## src/include/capture_pkg.sv

```systemverilog
// Constants, register map and carrier types for the GPIO timestamp capture block
// Overview of operation
// Twelve capture units, each on a selectable pin
// Event latches present precision time value
// Two samples per unit, held until released
// Sample has seconds, nanoseconds, fraction index parts
// Fraction index zero to four, 8ns steps
// Host adds fraction time to sample time
// Last unit holds eight samples
// Chained units take overflow events in order
// Single edge type fills first sample
// Both edges: pulse fills first and second
// Configuration bit 6 enables falling edges
// Configuration bit 7 enables rising edges
// Configuration bits 11:8 select the pin
// Per-unit interrupt enable gates interrupt
// Unit captures only when its enable set
// Slower rates derived from one clock
// Pin and time logic share one clock
// Per-unit pending flag, software cleared, feeds interrupt
// Pins synchronised, fixed capture latency
package capture_pkg;
   localparam int NUM_UNITS = 12;
   localparam int DEEP_UNIT = 11;
   localparam int DEPTH_NORMAL = 2;
   localparam int DEPTH_DEEP = 8;
   localparam int NUM_PINS = 16;
   localparam int ADDR_W = 12;

   localparam logic [11:0] OFS_ENABLES = 12'h000;
   localparam logic [11:0] OFS_IRQ_ENABLES = 12'h004;
   localparam logic [11:0] OFS_PENDING = 12'h008;
   localparam logic [11:0] OFS_CONFIG_BASE = 12'h040;
   localparam logic [11:0] OFS_CONFIG_END = 12'h070;
   localparam logic [11:0] OFS_SAMPLE_BASE = 12'h100;
   localparam logic [11:0] OFS_SAMPLE_END = 12'h700;
   localparam int SAMPLE_UNIT_LSB = 7;
   localparam int SAMPLE_SLOT_LSB = 4;
   localparam int SAMPLE_PART_LSB = 2;
   localparam logic [1:0] PART_SECONDS = 2'h0;
   localparam logic [1:0] PART_NANOSECONDS = 2'h1;
   localparam logic [1:0] PART_FRACTION = 2'h2;

   localparam int CFG_FALL_BIT = 6;
   localparam int CFG_RISE_BIT = 7;
   localparam int CFG_PIN_LSB = 8;
   localparam int CFG_PIN_MSB = 11;
   localparam int CFG_CHAIN_BIT = 12;
   localparam int CFG_FILL_LSB = 16;
   localparam logic [6:0] CONFIG_RESET = 7'h00;
   localparam logic [11:0] UNITS_RESET = 12'h000;

   localparam int CLK_PERIOD_NS = 10;
   localparam int REF_PERIOD_NS = 40;
   localparam int REF_CYCLES = REF_PERIOD_NS / CLK_PERIOD_NS;
   localparam int FRACTION_STEP_NS = 8;
   localparam int FRACTION_MAX = 4;

   typedef struct packed {
      logic [31:0] seconds;
      logic [29:0] nanoseconds;
   } ptc_time_t;

   typedef struct packed {
      logic [31:0] seconds;
      logic [29:0] nanoseconds;
      logic [2:0] fraction;
   } sample_t;

   typedef struct packed {
      logic chain;
      logic rise;
      logic fall;
      logic [3:0] pin;
   } unit_cfg_t;
endpackage : capture_pkg

```

## src/verilog/gpio_capture.sv

```systemverilog
// APB-attached bank of GPIO timestamp capture units
module gpio_capture
   import capture_pkg::*;
(
   input wire logic pclk,
   input wire logic presetn,
   input wire logic psel,
   input wire logic penable,
   input wire logic pwrite,
   input wire logic [ADDR_W-1:0] paddr,
   input wire logic [31:0] pwdata,
   output logic [31:0] prdata,
   output logic pready,
   output logic pslverr,
   input wire logic [NUM_PINS-1:0] gpio_in,
   input wire ptc_time_t ptc_now,
   output logic irq
);
   // Bus decode
   wire access_setup = psel & penable & ~pready;
   wire access_done = psel & penable & pready;
   wire do_write = access_done & pwrite;
   wire [11:0] a = paddr[11:0];
   wire sel_enables = (a == OFS_ENABLES);
   wire sel_irq_en = (a == OFS_IRQ_ENABLES);
   wire sel_pending = (a == OFS_PENDING);
   wire sel_cfg = (a >= OFS_CONFIG_BASE) && (a < OFS_CONFIG_END) && (a[1:0] == 2'b00);
   wire [11:0] cfg_off = a - OFS_CONFIG_BASE;
   wire [3:0] cfg_idx = cfg_off[5:2];
   wire in_samples = (a >= OFS_SAMPLE_BASE) && (a < OFS_SAMPLE_END) && (a[1:0] == 2'b00);
   wire [11:0] smp_off = a - OFS_SAMPLE_BASE;
   wire [3:0] smp_unit = smp_off[SAMPLE_UNIT_LSB+3:SAMPLE_UNIT_LSB];
   wire [2:0] smp_slot = smp_off[SAMPLE_SLOT_LSB+2:SAMPLE_SLOT_LSB];
   wire [1:0] smp_part = smp_off[SAMPLE_PART_LSB+1:SAMPLE_PART_LSB];
   wire smp_slot_ok = (smp_unit == 4'(DEEP_UNIT)) ? 1'b1 : (smp_slot < 3'(DEPTH_NORMAL));
   wire sel_sample = in_samples && (smp_part != 2'h3) && smp_slot_ok;
   wire mapped = sel_enables | sel_irq_en | sel_pending | sel_cfg | sel_sample;

   // Software state
   logic [NUM_UNITS-1:0] unit_enables;
   logic [NUM_UNITS-1:0] irq_enables;
   logic [NUM_UNITS-1:0] pending;
   logic [NUM_UNITS-1:0] captured;
   logic [31:0] cfg_rd [NUM_UNITS];
   logic [31:0] unit_rd [NUM_UNITS];

   // Writing one to a pending bit clears it and releases that unit's samples
   wire [NUM_UNITS-1:0] release_req = (do_write && sel_pending) ?
                                      pwdata[NUM_UNITS-1:0] : '0;
   // Set wins over clear when a capture lands on the clearing cycle
   wire [NUM_UNITS-1:0] next_pending = (pending & ~release_req) | captured;
   wire next_irq = |(next_pending & irq_enables);

   // Reference divider: one pulse each 40 ns reference period and the phase
   // within it, giving the 8 ns fraction index of the event
   logic [1:0] ref_phase;
   wire ref_wrap = (ref_phase == 2'(REF_CYCLES - 1));
   wire [5:0] phase_ns = 6'(ref_phase * CLK_PERIOD_NS);
   wire [2:0] next_fraction = phase_ns[5:3];

   always_ff @(posedge pclk or negedge presetn)
   begin
      if (!presetn)
      begin
         ref_phase <= 2'h0;
      end
      else
      begin
         ref_phase <= ref_wrap ? 2'h0 : ref_phase + 2'h1;
      end
   end

   // Time stamp as seen in the detection cycle
   sample_t now_sample;
   assign now_sample = '{seconds: ptc_now.seconds, nanoseconds: ptc_now.nanoseconds,
                         fraction: next_fraction};

   // Pin synchroniser; stage one feeds only stage two
   logic [NUM_PINS-1:0] pin_meta;
   logic [NUM_PINS-1:0] pin_sync;
   logic [NUM_PINS-1:0] pin_prev;

   always_ff @(posedge pclk or negedge presetn)
   begin
      if (!presetn)
      begin
         pin_meta <= '0;
         pin_sync <= '0;
         pin_prev <= '0;
      end
      else
      begin
         pin_meta <= gpio_in;
         pin_sync <= pin_meta;
         pin_prev <= pin_sync;
      end
   end

   wire [NUM_PINS-1:0] pin_rise = pin_sync & ~pin_prev;
   wire [NUM_PINS-1:0] pin_fall = ~pin_sync & pin_prev;

   // Overflow carried to the next unit in the chain, registered to break the ring
   logic [NUM_UNITS-1:0] carry_valid;
   sample_t carry_sample [NUM_UNITS];

   genvar u;
   generate
      for (u = 0; u < NUM_UNITS; u++)
      begin : g_unit
         localparam int DEPTH = (u == DEEP_UNIT) ? DEPTH_DEEP : DEPTH_NORMAL;
         localparam int PREV = (u == 0) ? NUM_UNITS - 1 : u - 1;
         unit_cfg_t cfg;
         sample_t slots [DEPTH];
         logic [3:0] fill;

         wire cfg_write = do_write && sel_cfg && (cfg_idx == 4'(u));
         wire own_edge = (cfg.rise & pin_rise[cfg.pin]) |
                         (cfg.fall & pin_fall[cfg.pin]);
         wire own_hit = unit_enables[u] & ~cfg.chain & own_edge;
         wire chain_hit = unit_enables[u] & cfg.chain & carry_valid[PREV];
         wire hit = own_hit | chain_hit;
         sample_t hit_sample;
         assign hit_sample = cfg.chain ? carry_sample[PREV] : now_sample;
         wire [3:0] base = release_req[u] ? 4'h0 : fill;
         wire has_room = (base < 4'(DEPTH));
         // First edge into slot one, the next (other edge of a pulse) into slot two
         wire store = hit & has_room;
         assign captured[u] = store;

         always_ff @(posedge pclk or negedge presetn)
         begin
            if (!presetn)
            begin
               cfg <= CONFIG_RESET;
               fill <= 4'h0;
               carry_valid[u] <= 1'b0;
               carry_sample[u] <= '0;
            end
            else
            begin
               if (cfg_write)
               begin
                  cfg <= '{chain: pwdata[CFG_CHAIN_BIT], rise: pwdata[CFG_RISE_BIT],
                           fall: pwdata[CFG_FALL_BIT],
                           pin: pwdata[CFG_PIN_MSB:CFG_PIN_LSB]};
               end
               fill <= store ? base + 4'h1 : base;
               carry_valid[u] <= hit & ~has_room;
               carry_sample[u] <= hit_sample;
            end
         end

         // Sample storage needs no reset; fill count says what is valid
         always_ff @(posedge pclk)
         begin
            if (store)
            begin
               slots[base[$clog2(DEPTH)-1:0]] <= hit_sample;
            end
         end

         // Compare at four bits so that a depth of eight does not wrap to zero
         wire [2:0] rd_slot = ({1'b0, smp_slot} < 4'(DEPTH)) ? smp_slot : 3'h0;
         sample_t rd_sample;
         assign rd_sample = slots[rd_slot[$clog2(DEPTH)-1:0]];
         assign unit_rd[u] = (smp_part == PART_SECONDS) ? rd_sample.seconds :
                             (smp_part == PART_NANOSECONDS) ? {2'b00, rd_sample.nanoseconds} :
                             {29'h0, rd_sample.fraction};
         assign cfg_rd[u] = {12'h0, fill, 3'h0, cfg.chain, cfg.pin,
                             cfg.rise, cfg.fall, 6'h0};
      end
   endgenerate

   // Read multiplexer
   wire [31:0] rd_data = sel_enables ? {20'h0, unit_enables} :
                         sel_irq_en ? {20'h0, irq_enables} :
                         sel_pending ? {20'h0, pending} :
                         (sel_cfg && cfg_idx < 4'(NUM_UNITS)) ? cfg_rd[cfg_idx] :
                         (sel_sample && smp_unit < 4'(NUM_UNITS)) ? unit_rd[smp_unit] :
                         32'h0000_0000;

   // Control registers and bus answer: one wait state per access
   always_ff @(posedge pclk or negedge presetn)
   begin
      if (!presetn)
      begin
         unit_enables <= UNITS_RESET;
         irq_enables <= UNITS_RESET;
         pending <= UNITS_RESET;
         irq <= 1'b0;
         pready <= 1'b0;
         pslverr <= 1'b0;
         prdata <= 32'h0000_0000;
      end
      else
      begin
         if (do_write && sel_enables)
         begin
            unit_enables <= pwdata[NUM_UNITS-1:0];
         end
         if (do_write && sel_irq_en)
         begin
            irq_enables <= pwdata[NUM_UNITS-1:0];
         end
         pending <= next_pending;
         irq <= next_irq;
         pready <= access_setup;
         if (access_setup)
         begin
            pslverr <= ~mapped;
            prdata <= (pwrite || !mapped) ? 32'h0000_0000 : rd_data;
         end
         else
         begin
            pslverr <= 1'b0;
         end
      end
   end
endmodule : gpio_capture
```

## config.mk

```make
export PLATFORM = sky130hd
export DESIGN_NAME = gpio_capture
export DESIGN_NICKNAME = d
export VERILOG_FILES = /design/src/include/capture_pkg.sv /design/src/verilog/gpio_capture.sv
export SDC_FILE = /design/constraint.sdc
export NUM_CORES = 2
export LEC_CHECK = 0
export BUFFER_PORTS_ARGS = -buffer_cell sky130_fd_sc_hd__buf_2
export CORE_UTILIZATION = 62
export DETAILED_ROUTE_END_ITERATION = 12
export PLACE_DENSITY = 0.79
export REMOVE_ABC_BUFFERS = 1
export SYNTH_ARGS = -nofsm -noshare
export SYNTH_HDL_FRONTEND = slang
export SYNTH_SLANG_ARGS = --single-unit
```

## constraint.sdc

```tcl
create_clock -name pclk -period 28.6 [get_ports pclk]
set_input_delay 1.43 -clock pclk [delete_from_list [all_inputs] [get_ports pclk]]
set_output_delay 1.43 -clock pclk [all_outputs]
set_load 0.01 [all_outputs]
```

==> out/qor.yml <==
status: "complete, no violations"
core_area_sq_um: 190000
dominantRegCellSynth: "edfxtp_1"
critPathLaunch: "paddr[6]"
wl_per_cell_um: 35.8
track_usage: 0.351
io_pins: 162
cp.arrival_ns: 7.38
synth_seq_cells: 2995
busiest_layer: "met2"
crit_top_cell: "buf_4"
critPathSlowestCell: "buf_4"
clk_latency_ns: 0.99
fmax_mhz: 152
ys_warn_count: 0
maxSlewHeadroom: 0.109
rsz0062_at_grt: "false"
finalWeightedCongestion: 0.964
use_met2: 0.547
finalSetupViolations: 0
layout-drive-gt1-share: 0.320
nFillCells: 11259
ys_types: 79
grt_pass1_wl_um: 481000
path_clk_slew_ns: 0.06
total_power_mw: 9.04
start_kind: "input pin"
hp-start: "pin_meta[6]$_DFF_PN0_"
tightest_slew_ns: 1.33
synth_edf_count: 1950
fin_nets: 6760
h-tree-depth: 5
ctsHoldBuffers: 0
dr.pass1.iters: 6
drv_slew: 0
grt_pass1_vias: 67991
yosys.area_share.simple: 0.0264
worstReg2RegStart: "pready$_DFF_PN0_"
synth_top_family_by_area: "multiplexers"
tns_ns: 0
drt_wl_total_um: 336000
port_buffers: 142
path_cells: "buf_4 -> buf_4 -> or3b_4 -> buf_4 -> buf_4 -> buf_12 -> mux4_2 -> mux4_2 -> a221oi_1 -> o22ai_1 -> a31o_1"
die_x_um: 440
required_ns: 29.42
ant_nets: 0
synth_compound_area_frac: 0.0346
ir_worst_vdd_uv: 56.0
grt_max_degree: 148
synth_fa_ha_area_frac: 0.00400
hold_violations: 0
synthMuxAreaShare: 0.205
worstSetupPathType: "in -> reg"
fin_skew_ns: 0.0867
worstSetupEndpointType: "flip-flop"
die_h_um: 440
max_cap_viol_count: 0
syn_avg_cell_area_sq_um: 18.4
cts_resized: 0
use_met3: 0.0782
async_reset_ff_frac: 0.349
design.die.area_sq_um: 194000
drtIter0Drc: 8786
hold_path.class: "reg -> reg"
utilization: 0.695
synth-xor-area-share: 0.000221
p_leak_nw: 47.4
drc: 0
period_minus_slack_ns: 6.56
slowest_delay_ns: 0.76
antenna_found_initial: 24
initial_utilization: 0.625
ys_seq_area_frac: 0.712
rows: 160
clock_sinks: 2995
post_cts_buffers: 0
vias: 65790
dp_hpwl_um: 189000
cts-root-buf: "clkbuf_16"
p_per_area_nw_per_um2: 68.3
final_cell_mix: "edfxtp_1, dfrtp_1, mux2_2"
cts_made_buffers: 306
synth.cell_area_sq_um: 119000
area_growth_pct: 11.3
use_met1: 0.466
via_per_inst: 7.03
layout_commonest_cell: "edfxtp_1"
cp_max_fo: 67
gr-total-overflow: 0
cts_max_path_buffers: 4
syn-instance-count: 6462
period_share: 0.229
cts_tree: "done"
==> layout make-up <==
type	instances	area [sq um]	share of cell area
tap	2511	3140	0.0237
inverter	67	251	0.00190
clock inverter	113	1080	0.00820
multi-input combinational	2939	32500	0.245
antenna	20	50.0	0.000378
clock buffer	431	8680	0.0656
timing repair buffer	286	1870	0.0141
sequential	2995	84800	0.641
==> power by group <==
part           switching (mW)  internal (mW)  total (mW)
registers              0.0199           4.67        4.69
clock network            1.63           2.30        3.93
logic                   0.271          0.147       0.419
==> flip-flops by register name (all words and copies together) (netlist names), 16 cells and up <==
| signal | cells |
|---|---|
| carry_sample | 780 |
| cfg_rd | 84 |
| g_unit.fill | 48 |
| g_unit.slots | 1950 |
| pin_meta | 16 |
| pin_prev | 16 |
| pin_sync | 16 |
| prdata | 32 |
==> cells by family after synthesis <==
kind of cell,Yosys count
simple gates,642
buf+inv,528
flops,2995
compound gates,600
xor+xnor,3
mux,1656
fa+ha+maj,38
==> worst max-delay path: cells and delay by family <==
family | cells | cell delay, ns
AOI/OAI and AO/OA | 3 | 0.65
muxes | 2 | 1.22
and+or+nand+nor | 1 | 0.66
buffers and inverters | 5 | 3.03
==> layer usage <==
layer  routed length (um)  share of wire  vias up
li1                     -              -    25644
met1               120000           0.36    34700
met5                  149        0.00044        -
met3                36200           0.11     1041
met2               159000           0.47     4395
met4                20700          0.062       10
==> metrics by stage <==
step | area, sq um | worst slack (ns) | hold WS (ns) | cells
after global placement | 122000 | 21.19 | 0.340 | 8798
final | 132000 | 22.04 | 0.352 | 9362
after global routing | 132000 | 21.86 | 0.354 | 9351
after detailed placement | 122000 | 21.16 | 0.335 | 8798
after floorplan | 117000 | -3.65 | 0.331 | 6001
after CTS | 132000 | 22.13 | 0.350 | 9342
==> path summary, 6_finish.rpt <==
check                                              endpoint  slack [ns]  cells after the start
max reg2reg                g_unit[6].slots[0][14]$_DFFE_PP_       23.03                      7
min reg2reg                           pin_sync[6]$_DFF_PN0_        0.35                      0
max in group asynchronous       carry_sample[730]$_DFF_PN0_       24.15                      5
max                                  prdata[11]$_DFFE_PN0P_       22.04                     11
min                                   pin_sync[6]$_DFF_PN0_        0.35                      0
min in group asynchronous             pin_meta[2]$_DFF_PN0_        0.51                      1
==> Yosys cell counts (all sizes together) (17+ instances only) <==
| library cell | n | share of area |
|---|---|---|
| dfrtp | 1045 | 0.22 |
| buf | 146 | 0.0060 |
| a31oi | 21 | 0.0011 |
| nor3b | 22 | 0.0014 |
| nor2b | 43 | 0.0023 |
| nand2 | 277 | 0.0087 |
| a21oi | 106 | 0.0045 |
| o21ai | 125 | 0.0053 |
| nand3b | 17 | 0.0011 |
| o2111ai | 18 | 0.0013 |
| nand3 | 48 | 0.0020 |
| mux2 | 870 | 0.082 |
| nor2 | 83 | 0.0026 |
| nor3 | 21 | 0.00088 |
| and2 | 39 | 0.0021 |
| ha | 38 | 0.0040 |
| o311ai | 19 | 0.0014 |
| edfxtp | 1950 | 0.49 |
| mux4 | 532 | 0.10 |
| a21o | 22 | 0.0014 |
| o22ai | 62 | 0.0033 |
| clkbuf | 315 | 0.0099 |
| nand2b | 32 | 0.0017 |
| o221ai | 63 | 0.0046 |
| mux2i | 254 | 0.021 |
| inv | 64 | 0.0020 |
No activity file was read; power rests on OpenSTA's default activity.
